--- src/hw/startup_seq_defs.vh ---
`ifndef STARTUP_SEQ_DEFS_VH
`define STARTUP_SEQ_DEFS_VH

////////////////////////////////////////////////////////////////////////
// timing
`define CORE_CLK_MHZ 200
`define OSC_FREQ_MHZ 16
// half period of the internal oscillator in core cycles, rounded down
`define OSC_HALF_CYC (`CORE_CLK_MHZ / (2 * `OSC_FREQ_MHZ))
`define RB_WORDS_DEFAULT 16

////////////////////////////////////////////////////////////////////////
// register byte offsets
`define OFF_CTRL 8'h00
`define OFF_STATUS 8'h04
`define OFF_RB_CMD 8'h08
`define OFF_EFFECTIVE 8'h0C

////////////////////////////////////////////////////////////////////////
// control register fields
`define CTRL_CLKSEL 0
`define CTRL_SYNC 1
`define CTRL_LCMETH 2
`define CTRL_OSCSEL 3
`define CTRL_RBABORT 4
`define CTRL_RBEN 5
`define CTRL_GSR_LO 8
`define CTRL_OUT_LO 12
`define CTRL_WMASK 32'h0000_FF3F
// set/reset release C3, output release C2, all options off
`define CTRL_RESET 32'h0000_1200

// readback command bits
`define RB_START 0
`define RB_ABORT 1

////////////////////////////////////////////////////////////////////////
// startup event codes
`define EV_C2 4'h1
`define EV_C3 4'h2
`define EV_C4 4'h3
`define EV_U2 4'h4
`define EV_U3 4'h5
`define EV_U4 4'h6
`define EV_DI 4'h7
`define EV_DI1 4'h8
`define EV_DI2 4'h9
`define EV_GSR_DEFAULT 4'h2
`define EV_OUT_DEFAULT 4'h1

`endif

--- src/hw/pin_sampler.v ---
`timescale 1ns/1ps
module pin_sampler #(
  parameter WIDTH = 4
) (
  // clock and reset
  input wire clk_in,
  input wire rst_n_in,
  // raw pins
  input wire [WIDTH-1:0] pin_in,
  // sampled level and rising-edge pulse
  output wire [WIDTH-1:0] level_out,
  output wire [WIDTH-1:0] rise_out
);

  genvar i;
  generate
    for (i = 0; i < WIDTH; i = i + 1) begin : g_pin
      reg meta_ff;
      reg sync_ff;
      reg last_ff;
      // two flops first; only the second one is looked at
      always @(posedge clk_in or negedge rst_n_in) begin
        if (!rst_n_in) begin
          meta_ff <= 1'b0;
          sync_ff <= 1'b0;
          last_ff <= 1'b0;
        end else begin
          meta_ff <= pin_in[i];
          sync_ff <= meta_ff;
          last_ff <= sync_ff;
        end
      end
      assign level_out[i] = sync_ff;
      assign rise_out[i] = sync_ff & ~last_ff;
    end
  endgenerate

endmodule

--- src/hw/startup_sequencer.v ---
// Notes on behaviour
// (RULE1) set/reset released on chosen event, default C3
// (RULE2) C2..C4 count config clock edges after count
// (RULE3) U2..U4 count user edges after first config edge
// (RULE4) done events: done high, then one, two edges
// (RULE5) set/reset event limited per clock and sync
// (RULE6) outputs held until chosen event, default C2
// (RULE7) output event limited by same four combinations
// (RULE8) offered events depend on clock and sync
// (RULE9) length count method selectable, length default
// (RULE10) oscillator from internal or user clock
// (RULE11) readback abort only when enabled, default off
// (RULE12) readback only when enabled, default off
// (RULE13) startup clocked by config or user clock
// (RULE14) with sync, startup waits on external done; here only DI, DI1 or DI2 choices wait, C2, C3 and U2 stay offered
// (RULE15) disallowed event choice falls back to default; here U2 when the default is not offered
`timescale 1ns/1ps
`include "startup_seq_defs.vh"
module startup_sequencer #(
  parameter ADDR_W = 8,
  parameter RB_WORDS = `RB_WORDS_DEFAULT
) (
  // clock and reset
  input wire CORE_CLK_IN,
  input wire RST_N_IN,
  // apb slave
  input wire PSEL_IN,
  input wire PENABLE_IN,
  input wire PWRITE_IN,
  input wire [ADDR_W-1:0] PADDR_IN,
  input wire [31:0] PWDATA_IN,
  output wire [31:0] PRDATA_OUT,
  output wire PREADY_OUT,
  output wire PSLVERR_OUT,
  // configuration side, same clock domain
  input wire LENGTH_COUNT_MET_IN,
  // pins from outside the core clock domain
  input wire CONFIG_CLK_IN,
  input wire USER_CLOCK_SOURCE_IN,
  input wire EXTERNAL_DONE_INPUT_IN,
  input wire OSCILLATOR_CLOCK_INPUT_IN,
  // startup results
  output wire SET_RESET_RELEASE_OUT,
  output wire OUTPUT_RELEASE_OUT,
  output wire LENGTH_COUNT_METHOD_OUT,
  output wire OSC_CLK_OUT,
  output wire READBACK_ACTIVE_OUT
);

  ////////////////////////////////////////////////////////////////////////
  // event helpers

  // which codes are offered for a clock source and sync setting
  function ev_allowed;
    input [3:0] code;
    input usr;
    input sync;
    begin
      case ({usr, sync})
        2'b01: ev_allowed = (code == `EV_C2) || (code == `EV_C3) || (code == `EV_DI) || (code == `EV_DI1);
        2'b00: ev_allowed = (code == `EV_C2) || (code == `EV_C3) || (code == `EV_C4);
        2'b11: ev_allowed = (code == `EV_U2) || (code == `EV_DI) || (code == `EV_DI1) || (code == `EV_DI2);
        2'b10: ev_allowed = (code == `EV_U2) || (code == `EV_U3) || (code == `EV_U4);
        default: ev_allowed = 1'b0;
      endcase
    end
  endfunction

  // keep an offered code, else the default, else U2, the second user edge
  function [3:0] ev_pick;
    input [3:0] code;
    input [3:0] dflt;
    input usr;
    input sync;
    begin
      if (ev_allowed(code, usr, sync)) begin
        ev_pick = code;
      end else if (ev_allowed(dflt, usr, sync)) begin
        ev_pick = dflt;
      end else begin
        ev_pick = `EV_U2;
      end
    end
  endfunction

  // has the chosen event been seen yet
  function ev_hit;
    input [3:0] code;
    input [2:0] ccnt;
    input [2:0] ucnt;
    input dseen;
    input [2:0] dcnt;
    begin
      case (code)
        `EV_C2: ev_hit = (ccnt >= 3'd2);
        `EV_C3: ev_hit = (ccnt >= 3'd3);
        `EV_C4: ev_hit = (ccnt >= 3'd4);
        `EV_U2: ev_hit = (ucnt >= 3'd2);
        `EV_U3: ev_hit = (ucnt >= 3'd3);
        `EV_U4: ev_hit = (ucnt >= 3'd4);
        `EV_DI: ev_hit = dseen;
        `EV_DI1: ev_hit = (dcnt >= 3'd1);
        `EV_DI2: ev_hit = (dcnt >= 3'd2);
        default: ev_hit = 1'b0;
      endcase
    end
  endfunction

  ////////////////////////////////////////////////////////////////////////
  // pin sampling

  wire [3:0] pin_level;
  wire [3:0] pin_rise;

  pin_sampler #(
    .WIDTH(4)
  ) u_pins (
    .clk_in(CORE_CLK_IN),
    .rst_n_in(RST_N_IN),
    .pin_in({OSCILLATOR_CLOCK_INPUT_IN, EXTERNAL_DONE_INPUT_IN, USER_CLOCK_SOURCE_IN, CONFIG_CLK_IN}),
    .level_out(pin_level),
    .rise_out(pin_rise)
  );

  wire cclk_rise = pin_rise[0];
  wire user_rise = pin_rise[1];
  wire done_level = pin_level[2];
  wire osc_user_level = pin_level[3];

  ////////////////////////////////////////////////////////////////////////
  // registers and decode

  reg [31:0] ctrl_ff;
  reg [31:0] prdata_ff;
  reg pready_ff;
  reg pslverr_ff;
  reg [2:0] cclk_cnt_ff;
  reg [2:0] user_cnt_ff;
  reg [2:0] done_cnt_ff;
  reg done_seen_ff;
  reg set_reset_rel_ff;
  reg output_rel_ff;
  reg rb_active_ff;
  reg [15:0] rb_cnt_ff;
  reg osc_ff;
  reg [7:0] osc_div_ff;

  wire startup_clock_select = ctrl_ff[`CTRL_CLKSEL];
  wire done_sync_select = ctrl_ff[`CTRL_SYNC];
  wire length_count_method = ctrl_ff[`CTRL_LCMETH];
  wire oscillator_source_select = ctrl_ff[`CTRL_OSCSEL];
  wire readback_abort_enable = ctrl_ff[`CTRL_RBABORT];
  wire readback_enable = ctrl_ff[`CTRL_RBEN];
  wire [3:0] set_reset_release_event = ctrl_ff[`CTRL_GSR_LO+3:`CTRL_GSR_LO];
  wire [3:0] output_release_event = ctrl_ff[`CTRL_OUT_LO+3:`CTRL_OUT_LO];

  // effective choices follow clock source and sync live
  wire [3:0] gsr_eff = ev_pick(set_reset_release_event, `EV_GSR_DEFAULT,
    startup_clock_select, done_sync_select); // RULE1 RULE5 RULE8 RULE15
  wire [3:0] out_eff = ev_pick(output_release_event, `EV_OUT_DEFAULT,
    startup_clock_select, done_sync_select); // RULE6 RULE7 RULE8 RULE15

  wire [7:0] addr_lo = PADDR_IN[7:0];
  wire setup = PSEL_IN & ~PENABLE_IN;
  wire wr_commit = PSEL_IN & PENABLE_IN & pready_ff & PWRITE_IN;
  wire hit_ctrl = (addr_lo == `OFF_CTRL);
  wire hit_status = (addr_lo == `OFF_STATUS);
  wire hit_rb = (addr_lo == `OFF_RB_CMD);
  wire hit_eff = (addr_lo == `OFF_EFFECTIVE);
  wire mapped = hit_ctrl | hit_status | hit_rb | hit_eff;

  wire [31:0] status_word = {13'h0000, done_cnt_ff, 1'b0, user_cnt_ff, 1'b0, cclk_cnt_ff,
    3'h0, LENGTH_COUNT_MET_IN, done_seen_ff, rb_active_ff, output_rel_ff, set_reset_rel_ff};

  // read mux, sampled at the setup cycle
  reg [31:0] rd_mux;
  always @* begin
    case (addr_lo)
      `OFF_CTRL: rd_mux = ctrl_ff;
      `OFF_STATUS: rd_mux = status_word;
      `OFF_EFFECTIVE: rd_mux = {24'h000000, out_eff, gsr_eff};
      default: rd_mux = 32'h0000_0000;
    endcase
  end

  ////////////////////////////////////////////////////////////////////////
  // apb handshake: one wait-free access phase

  always @(posedge CORE_CLK_IN or negedge RST_N_IN) begin
    if (!RST_N_IN) begin
      pready_ff <= 1'b0;
      pslverr_ff <= 1'b0;
      prdata_ff <= 32'h0000_0000;
    end else begin
      pready_ff <= setup;
      pslverr_ff <= setup & ~mapped;
      if (setup && !PWRITE_IN) begin
        prdata_ff <= rd_mux;
      end else if (!PSEL_IN) begin
        prdata_ff <= 32'h0000_0000;
      end
    end
  end

  // control register; status and effective words are read-only
  always @(posedge CORE_CLK_IN or negedge RST_N_IN) begin
    if (!RST_N_IN) begin
      ctrl_ff <= `CTRL_RESET; // RULE1 RULE6 RULE9 RULE10 RULE11 RULE12 RULE13
    end else if (wr_commit && hit_ctrl) begin
      ctrl_ff <= PWDATA_IN & `CTRL_WMASK;
    end
  end

  ////////////////////////////////////////////////////////////////////////
  // startup edge counting; everything idles until the count is met

  wire startup_rise = startup_clock_select ? user_rise : cclk_rise; // RULE13 RULE4

  always @(posedge CORE_CLK_IN or negedge RST_N_IN) begin
    if (!RST_N_IN) begin
      cclk_cnt_ff <= 3'd0;
      user_cnt_ff <= 3'd0;
      done_cnt_ff <= 3'd0;
      done_seen_ff <= 1'b0;
    end else if (!LENGTH_COUNT_MET_IN) begin
      cclk_cnt_ff <= 3'd0;
      user_cnt_ff <= 3'd0;
      done_cnt_ff <= 3'd0;
      done_seen_ff <= 1'b0;
    end else begin
      // saturate so late events stay reached
      if (cclk_rise && cclk_cnt_ff != 3'd7) begin
        cclk_cnt_ff <= cclk_cnt_ff + 3'd1; // RULE2
      end
      // user edges only count once the first config edge is behind us
      if (user_rise && cclk_cnt_ff != 3'd0 && user_cnt_ff != 3'd7) begin
        user_cnt_ff <= user_cnt_ff + 3'd1; // RULE3
      end
      if (done_level) begin
        done_seen_ff <= 1'b1; // RULE4 RULE14
      end
      // edges counted strictly after done was seen high
      if (done_seen_ff && startup_rise && done_cnt_ff != 3'd7) begin
        done_cnt_ff <= done_cnt_ff + 3'd1; // RULE4
      end
    end
  end

  ////////////////////////////////////////////////////////////////////////
  // release flags, sticky until the count drops

  wire gsr_hit = ev_hit(gsr_eff, cclk_cnt_ff, user_cnt_ff, done_seen_ff, done_cnt_ff);
  wire out_hit = ev_hit(out_eff, cclk_cnt_ff, user_cnt_ff, done_seen_ff, done_cnt_ff);

  always @(posedge CORE_CLK_IN or negedge RST_N_IN) begin
    if (!RST_N_IN) begin
      set_reset_rel_ff <= 1'b0;
      output_rel_ff <= 1'b0;
    end else begin
      set_reset_rel_ff <= LENGTH_COUNT_MET_IN & (set_reset_rel_ff | gsr_hit); // RULE1
      output_rel_ff <= LENGTH_COUNT_MET_IN & (output_rel_ff | out_hit); // RULE6 RULE14
    end
  end

  ////////////////////////////////////////////////////////////////////////
  // readback sequence

  wire rb_start = wr_commit & hit_rb & PWDATA_IN[`RB_START];
  wire rb_abort = wr_commit & hit_rb & PWDATA_IN[`RB_ABORT];

  always @(posedge CORE_CLK_IN or negedge RST_N_IN) begin
    if (!RST_N_IN) begin
      rb_active_ff <= 1'b0;
      rb_cnt_ff <= 16'h0000;
    end else if (rb_active_ff) begin
      // abort ignored unless enabled; otherwise run to the end
      if (rb_abort && readback_abort_enable) begin
        rb_active_ff <= 1'b0; // RULE11
        rb_cnt_ff <= 16'h0000;
      end else if (rb_cnt_ff == 16'h0000) begin
        rb_active_ff <= 1'b0;
      end else begin
        rb_cnt_ff <= rb_cnt_ff - 16'h0001;
      end
    end else if (rb_start && readback_enable) begin
      rb_active_ff <= 1'b1; // RULE12
      rb_cnt_ff <= RB_WORDS[15:0] - 16'h0001;
    end
  end

  ////////////////////////////////////////////////////////////////////////
  // oscillator source: divided core clock or sampled user clock

  // terminal divider count, sized to the counter so the compare is width-clean
  localparam [7:0] OSC_LAST = `OSC_HALF_CYC - 1;

  always @(posedge CORE_CLK_IN or negedge RST_N_IN) begin
    if (!RST_N_IN) begin
      osc_ff <= 1'b0;
      osc_div_ff <= 8'h00;
    end else if (oscillator_source_select) begin
      osc_ff <= osc_user_level; // RULE10
      osc_div_ff <= 8'h00;
    end else if (osc_div_ff == OSC_LAST) begin
      osc_ff <= ~osc_ff; // RULE10
      osc_div_ff <= 8'h00;
    end else begin
      osc_div_ff <= osc_div_ff + 8'h01;
    end
  end

  ////////////////////////////////////////////////////////////////////////
  // outputs, each straight from a flop

  assign PRDATA_OUT = prdata_ff;
  assign PREADY_OUT = pready_ff;
  assign PSLVERR_OUT = pslverr_ff;
  assign SET_RESET_RELEASE_OUT = set_reset_rel_ff;
  assign OUTPUT_RELEASE_OUT = output_rel_ff;
  assign LENGTH_COUNT_METHOD_OUT = length_count_method; // RULE9
  assign OSC_CLK_OUT = osc_ff;
  assign READBACK_ACTIVE_OUT = rb_active_ff;

endmodule

--- config.mk ---
export PLATFORM = sky130hd
export DESIGN_NAME = startup_sequencer
export DESIGN_NICKNAME = d
export VERILOG_FILES = /design/src/hw/pin_sampler.v /design/src/hw/startup_sequencer.v
export VERILOG_INCLUDE_DIRS = /design/src /design/src/hw
export SDC_FILE = /design/constraint.sdc
export NUM_CORES = 1
export LEC_CHECK = 0
export BUFFER_PORTS_ARGS = -buffer_cell sky130_fd_sc_hd__buf_2
export CAP_MARGIN = 5
export CORE_MARGIN = 1
export CORE_UTILIZATION = 30
export CTS_CLUSTER_DIAMETER = 80
export DETAILED_ROUTE_END_ITERATION = 8
export SETUP_SLACK_MARGIN = 0.3
export SLEW_MARGIN = 30
export SYNTH_ARGS = -nofsm -noshare
export SYNTH_HDL_FRONTEND = slang
export SYNTH_SLANG_ARGS = --single-unit
--- constraint.sdc ---
create_clock -name CORE_CLK_IN -period 4.7 [get_ports CORE_CLK_IN]
set_clock_uncertainty 0.15 [all_clocks]
set_input_delay 0.47 -clock CORE_CLK_IN [delete_from_list [all_inputs] [get_ports CORE_CLK_IN]]
set_output_delay 0.47 -clock CORE_CLK_IN [all_outputs]
set_load 0.02 [all_outputs]
==> results of run 1 <==
metrics by stage:
stage	cells	power (uW)	hold slack [ns]
after floorplan	467	930.5	0.02441
after global placement	671	982.9	0.1833
after detailed placement	671	989.1	0.1847
after CTS	687	1719	0.06122
after global routing	688	1770	0.06172
final	688	1695	-0.007832
per-layer routing:
layer / up-vias / track usage
met1: 1674 / 0.1803
li1: 1667 / -
met2: 83 / 0.2093
met4: 2 / 0.04748
met5: - / 0
met3: 17 / 0.04983
power by group through the flow:
stage | logic (uW) | clock network, uW | registers (uW)
final | 185 | 722 | 788
after global placement | 184 | 0 | 799
after CTS | 189 | 743 | 787
after floorplan | 130 | 0 | 801
after detailed placement | 189 | 0 | 800
after global routing | 211 | 766 | 794
cell families after synthesis:
family | after synthesis | share of synthesized area
and+or+nand+nor | 160 | 0.1897
buffers and inverters | 52 | 0.05611
adders and majority gates | 17 | 0.04611
AOI/OAI and AO/OA | 93 | 0.1375
muxes | 30 | 0.07111
other | 1 | 0.0008325
DFF | 83 | 0.4617
xor gates and xnor gates | 19 | 0.03694
cell usage after synthesis (6+ instances only):
library cell,number,area (um2)
nor2_1,54,202.7
nand2b_1,10,62.56
inv_1,14,52.55
nand2_1,38,142.6
a22oi_1,6,45.04
xor2_1,12,105.1
mux2i_1,14,140.1
o21ai_0,27,135.1
nor3_1,7,35.03
a21oi_1,14,70.07
nand3_1,11,55.05
buf_4,13,97.59
o21ai_1,9,45.04
clkbuf_1,22,82.58
ha_1,15,187.7
xnor2_1,7,61.31
dfrtp_1,81,2027
mux2_1,11,123.9
state kept, by name, summed over array words and instances, names as in the netlist, 2 cells and up:
| register | flops |
|---|---|
| PRDATA_OUT | 19 |
| cclk_cnt_ff | 3 |
| ctrl_ff | 14 |
| done_cnt_ff | 3 |
| osc_div_ff | 8 |
| rb_cnt_ff | 16 |
| u_pins.g_pin.last_ff | 2 |
| u_pins.g_pin.meta_ff | 4 |
| u_pins.g_pin.sync_ff | 4 |
| user_cnt_ff | 3 |
area by class of cell:
class                   instances  area [um2]  share of cell area
clock buffers                   9       225.2             0.04347
repair buffers                 58       299.0             0.05772
flip-flops and latches         83        2079              0.4014
inverters                      14       52.55             0.01014
multi-input cells             332        2217              0.4279
clock inverters                 7       75.07             0.01449
diodes                          1       2.502           0.0004830
well taps                     184       230.2             0.04443
how the worst min path moves through the flow:
| stage | from | endpoint | cells past startpoint |
|---|---|---|---|
| 6_report | RST_N_IN | u_pins.g_pin[3].meta_ff | 1 |
| 5_1_grt | OSCILLATOR_CLOCK_INPUT_IN | u_pins.g_pin[3].meta_ff | 1 |
| 4_1_cts | RST_N_IN | u_pins.g_pin[3].meta_ff | 1 |
| 3_5_place_dp | u_pins.g_pin[3].meta_ff | u_pins.g_pin[3].sync_ff | 0 |
| 3_3_place_gp | u_pins.g_pin[0].meta_ff | u_pins.g_pin[0].sync_ff | 0 |
| 2_1_floorplan | RST_N_IN | OSC_CLK_OUT | 0 |
==> Flow_metrics.wiki, run 1 <==
{| class="wikitable"
! Metric !! Value
|-
| Run status || complete, but fails checks
|-
| Violations in the final reports || hold timing
|-
| Post-Syn Instances || 455
|-
| Reg-to-reg endpoint || rb_cnt_ff[14]
|-
| Post-placement worst setup slack || 1.591 ns
|-
| Required @ worst endpoint || 4.75 ns
|-
| Setup slack of the worst register-to-register path || about 2.0 ns
|-
| Final Slew Violations || 0
|-
| Dominant register cell in the synthesized netlist || dfrtp_1
|-
| Number of buffer and inverter instances along the worst setup path || 0
|-
| Leakage power summed over all cells || about 0.0024 uW
|-
| Termination of the worst setup path || rb_cnt_ff[14]
|-
| Met2 routed wirelength || 4586 um
|-
| Cell area after layout || a little over 5000 um2
|-
| Maximum ir drop on the vdd rail || around 0.15 mV
|-
| Uppermost signal routing layer after detailed routing || met5
|-
| Placed wire-length estimate after detailed placement || 7387 um
|-
| Total power divided by cell area || 327.2 nW/um2
|-
| Slew @ Worst Pin || 0.8705 ns
|-
| GRT Total Usage || 0.1379
|-
| Post-CTS setup buffer count || 0
|-
| Number of flops mapped to enable cells by yosys || 0
|-
| Logic depth of the worst path, buffers included || 7
|-
| Number of fillers in the final layout || 1431
|-
| Routed wire length || 10220 um
|-
| Number of endpoints failing setup at the final stage || 0
|-
| Highest fanout seen on the critical path || 15
|-
| Max stage delay on crit path || 0.56 ns
|-
| Layout area overhead || 15.03%
|-
| Routed len/inst || approximately 15 um
|-
| Type of the setup path with the least slack || reg2reg
|-
| Minimum clock period after layout || 2.740 ns
|-
| Area of the core || 14590 um2
|-
| Buffer levels on the longest clock path || 2
|-
| Normalized max-slew margin || 0.4197
|-
| Switching share of power || 0.2680
|-
| Cell-by-cell listing of the critical path || or4_4 -> or4_4 -> nor4_4 -> a31oi_4 -> nor3b_2 -> xnor2_1 -> nor2_1
|-
| Count of standard-cell rows || 44
|-
| Pin count of the biggest net entering global routing || between 80 and 90
|-
| Path type of the worst min-delay path || in2async
|-
| DRT Pass-1 Iters || 4
|-
| Initial antenna violation count || 2
|-
| Clock tree root buffer cell || clkbuf_16
|-
| Yosys Warn Count || 0
|-
| CP Capture Type || flop
|-
| Final number of hold-violating endpoints || 2
|-
| Crit path DAT || 2.79 ns
|-
| Number of gates given a new drive strength after cts || 0
|-
| Number of cell instances on the worst register-to-register path || 7
|-
| Clock tree from TritonCTS || yes
|-
| Worst r2r src || rb_cnt_ff[10]
|-
| Gate family responsible for the most delay along the worst path || simple AND/OR/NAND/NOR gates
|-
| Sequential-to-total area share from yosys stat || 0.4617
|-
| Via/cell ratio || 5.004
|-
| Final clock period utilization by the worst path || 0.5829
|-
| Synth async-reset ratio || 1.000
|-
| Clock transition at the register clock pins on the worst setup and hold paths after CTS || 0.07 ns
|-
| Combined area of all synthesized cells || ~4500 um2
|-
| Total of max-cap violations || 0
|-
| Crit. Startpoint || rb_cnt_ff[10]
|-
| Net count, final || 563
|-
| Unrepaired setup endpoints after global routing || no
|-
| Max frequency || approximately 360 MHz
|-
| Cell at the slowest stage of the critical path || or4_4
|-
| Syn_area_per_cell || a little under 10 um2
|-
| Commonest cells after routing, fill and taps aside || dfrtp_1, buf_2, nor2_1, nand2_1, o21ai_0
|-
| DRC errors left || 0
|-
| Number of port buffers || 57
|-
| Worst hold slack || -0.007832 ns
|-
| Crit-path most repeated cell || or4_4
|-
| Horiz. Die Dim || 124.5 um
|-
| Seq cells post-synth || 83
|-
| Most common library cell in the layout ignoring fill and taps || dfrtp_1
|-
| Clock network power share || 0.426
|-
| # IOs || 89
|-
| Count of nets left with antenna violations after detail routing || 0
|-
| RePlAce Congestion || 0.8721
|-
| Global-route wire length before repair || roughly 17000 um
|-
| Met1 Wirelength || 4837 um
|-
| Starting density of the core || 0.3087
|-
| Combinational Power Share || 0.109
|-
| Via count || 3443
|-
| Deepest level of the CTS H-tree || 3
|-
| Hold bufs inserted after CTS || 0
|-
| Total die area || 15510 um2
|-
| Aggregate global routing overflow || 0
|-
| Cell Int Power || ~1200 uW
|-
| PnR worst setup slack || 1.960 ns
|-
| Starting DRC count in detailed routing || 269
|-
| Die outline height || roughly 120 um
|-
| Fraction of layout cells with a size suffix above 1 || 0.1889
|-
| Final core utilization || 0.3551
|-
| Placement Cell Area || 4878 um2
|-
| Cell variety after synth || between 60 and 70
|-
| Kind of start point of the critical path || flop
|-
| Register share of total power || 0.465
|-
| Sinks on Clock Net || 83
|-
| Setup TNS || 0 ns
|-
| Num CTS Buffers || 9
|-
| DR WL met3 || ~590 um
|-
| Net Switching || 454.3 uW
|-
| Number of global-route vias before repair || 3314
|-
| Clock network latency to the later pin of the worst-skew pair || 0.35 ns
|}
Note: power is estimated with default switching activity, not from simulation.
==> inputs of run 2 (changes only) <==
Clock period 4.7 ns to 2.7 ns, I/O delays scaled along.
==> Flow_metrics.wiki, run 2 (synthesis gave the netlist of run 1 again) <==
{| class="wikitable"
! Metric !! Value
|-
| Run status || complete, no violations (was complete, but fails checks)
|-
| Routed wire length || 10650 um (was 10220 um)
|-
| Via count || 3604 (was 3443)
|-
| Final clock period utilization by the worst path || 0.9202 (was 0.5829)
|-
| CP Capture Type || flop (unchanged)
|-
| Slew @ Worst Pin || 0.5316 ns (was 0.8705 ns)
|-
| Worst r2r src || rb_cnt_ff[10] (unchanged)
|-
| Horiz. Die Dim || 124.5 um (unchanged)
|-
| Net count, final || 602 (was 563)
|-
| GRT Total Usage || 0.1459 (was 0.1379)
|-
| Setup TNS || 0 ns (unchanged)
|-
| Count of standard-cell rows || 44 (unchanged)
|-
| Minimum clock period after layout || 2.484 ns (was 2.740 ns)
|-
| Layout area overhead || 24.64% (was 15.03%)
|-
| Clock tree root buffer cell || clkbuf_16 (unchanged)
|-
| Global-route wire length before repair || 18260 um (was 16880 um)
|-
| Initial antenna violation count || 0 (was 2)
|-
| Via/cell ratio || 4.964 (was 5.004)
|-
| Crit path DAT || 2.56 ns (was 2.79 ns)
|-
| Most common library cell in the layout ignoring fill and taps || dfrtp_1 (unchanged)
|-
| Leakage power summed over all cells || 0.002586 uW (was 0.002387 uW)
|-
| Largest register FFs || 19 (unchanged)
|-
| Normalized max-slew margin || 0.6456 (was 0.4197)
|-
| Placed wire-length estimate after detailed placement || 7809 um (was 7387 um)
|-
| Path type of the worst min-delay path || in2reg (was in2async)
|-
| Area of the core || 14590 um2 (unchanged)
|-
| Type of the setup path with the least slack || reg2reg (unchanged)
|-
| Final core utilization || 0.3848 (was 0.3551)
|-
| Maximum ir drop on the vdd rail || 0.3344 mV (was 0.1549 mV)
|-
| Routed len/inst || 14.67 um (was 14.86 um)
|-
| Buffer levels on the longest clock path || 2 (unchanged)
|-
| Unrepaired setup endpoints after global routing || yes (was no)
|-
| Final Slew Violations || 0 (unchanged)
|-
| Highest fanout seen on the critical path || 8 (was 15)
|-
| Clock network latency to the later pin of the worst-skew pair || 0.34 ns (was 0.35 ns)
|-
| Deepest level of the CTS H-tree || 3 (unchanged)
|-
| Count of nets left with antenna violations after detail routing || 0 (unchanged)
|-
| PnR worst setup slack || 0.2155 ns (was 1.960 ns)
|-
| Aggregate global routing overflow || 0 (unchanged)
|-
| Clock tree from TritonCTS || yes (unchanged)
|-
| Antenna diode count || 0 (was 1)
|-
| Starting density of the core || 0.3087 (unchanged)
|-
| Cell depth of the worst hold path || 2
|-
| Starting DRC count in detailed routing || 220 (was 269)
|-
| Max frequency || 402.5 MHz (was 365.0 MHz)
|-
| DRT Pass-1 Iters || 4 (unchanged)
|-
| Clock transition at the register clock pins on the worst setup and hold paths after CTS || 0.06 ns (was 0.07 ns)
|-
| Pin count of the biggest net entering global routing || 46 (was 84)
|-
| Num CTS Buffers || 9 (unchanged)
|-
| Total of max-cap violations || 0 (unchanged)
|-
| Hold EP || ctrl_ff[13]
|-
| Setup slack of the worst register-to-register path || 0.22 ns (was 1.96 ns)
|-
| Sinks on Clock Net || 83 (unchanged)
|-
| Kind of start point of the critical path || flop (unchanged)
|-
| # IOs || 89 (unchanged)
|-
| Startpoint of the tightest hold check path || PWDATA_IN[13]
|-
| Number of global-route vias before repair || 3634 (was 3314)
|-
| Number of endpoints failing setup at the final stage || 0 (unchanged)
|-
| Die outline height || 124.5 um (unchanged)
|-
| Total power || 3070 uW (was 1695 uW)
|-
| Post-placement worst setup slack || 0.05502 ns (was 1.591 ns)
|-
| Number of cell instances on the worst register-to-register path || 8 (was 7)
|-
| Commonest cells after routing, fill and taps aside || dfrtp_1, buf_2, nor2_1, nand2_1, o21ai_0 (unchanged)
|-
| Total power divided by cell area || 546.8 nW/um2 (was 327.2 nW/um2)
|-
| Number of port buffers || 57 (unchanged)
|-
| RePlAce Congestion || 0.8160 (was 0.8721)
|-
| Worst hold slack || 0.007290 ns (was -0.007832 ns)
|-
| Required @ worst endpoint || 2.78 ns (was 4.75 ns)
|-
| Fraction of layout cells with a size suffix above 1 || 0.2435 (was 0.1889)
|-
| Final number of hold-violating endpoints || 0 (was 2)
|-
| Reg-to-reg endpoint || rb_cnt_ff[14] (unchanged)
|-
| Total die area || 15510 um2 (unchanged)
|-
| DRC errors left || 0 (unchanged)
|}
==> run 2: cell types whose count changed in the layout (fill, tap and decap cells not counted), sizes merged, moves of 2 or more <==
cell	previous run	this run
clkinv	4	1
clkbuf	9	12
dlygate4sd3	0	14
inv	16	14
buf	58	83
==> run 2: final cells by class <==
class / count / area (um2)
timing repair buffer: 97 / 651.9
fill: 1437 / 8975
clock inverter: 4 / 72.57
tap: 184 / 230.2
inverter: 14 / 52.55
multi-input combinational: 332 / 2268
sequential: 83 / 2082
clock buffer: 12 / 256.5
==> run 2: metal layers <==
layer  vias to the layer above  GRT usage  wire length (um)
met5                         -          0                 0
met4                         0    0.06024               207
met3                        20    0.03093               373
met2                        71     0.2376              5225
met1                      1772     0.1871              4843
li1                       1741          -                 -
==> run 2: metrics by stage <==
step                      area [um2]  std cells
after floorplan                 4549        467
after global placement          5007        687
after detailed placement        5007        687
after CTS                       5564        724
after global routing            5614        726
final                           5614        726
==> run 2: timing repair <==
item / in CTS / in global routing
hold endpoints to repair: 51 / 0
endpoints found under the setup margin: 12 / 20
setup buffers: 7 / 2
hold buffers: 14 / 0
resized for setup: 5 / 12
gates cloned: 0 / 0
pin swaps: 8 / 2
==> run 2: worst max path at each step <==
stage | from | to | slack [ns] | depth (start not counted)
global route | rb_cnt_ff[10] | rb_cnt_ff[14] | 0.09 | 8
global placement | PADDR_IN[1] | rb_cnt_ff[8] | 0.07 | 7
floorplan | rb_cnt_ff[10] | rb_cnt_ff[5] | 0.21 | 8
CTS | rb_cnt_ff[10] | rb_cnt_ff[14] | 0.21 | 8
detailed placement | PADDR_IN[1] | rb_cnt_ff[8] | 0.06 | 7
finish | rb_cnt_ff[10] | rb_cnt_ff[14] | 0.22 | 8
==> run 2: critical path, stage by stage (launching register included) <==
cell	delay, ns
dfrtp_1	0.38
or4_4	0.54
or4_4	0.45
nor4_4	0.22
a31oi_4	0.12
buf_6	0.17
nor3b_2	0.16
xnor2_1	0.13
nor2_1	0.05
==> run 2: power breakdown <==
group / internal, uW / switching (uW)
Clock: 859 / 494
Sequential: 1310 / 64.6
Combinational: 146 / 196
Total: 2320 / 755
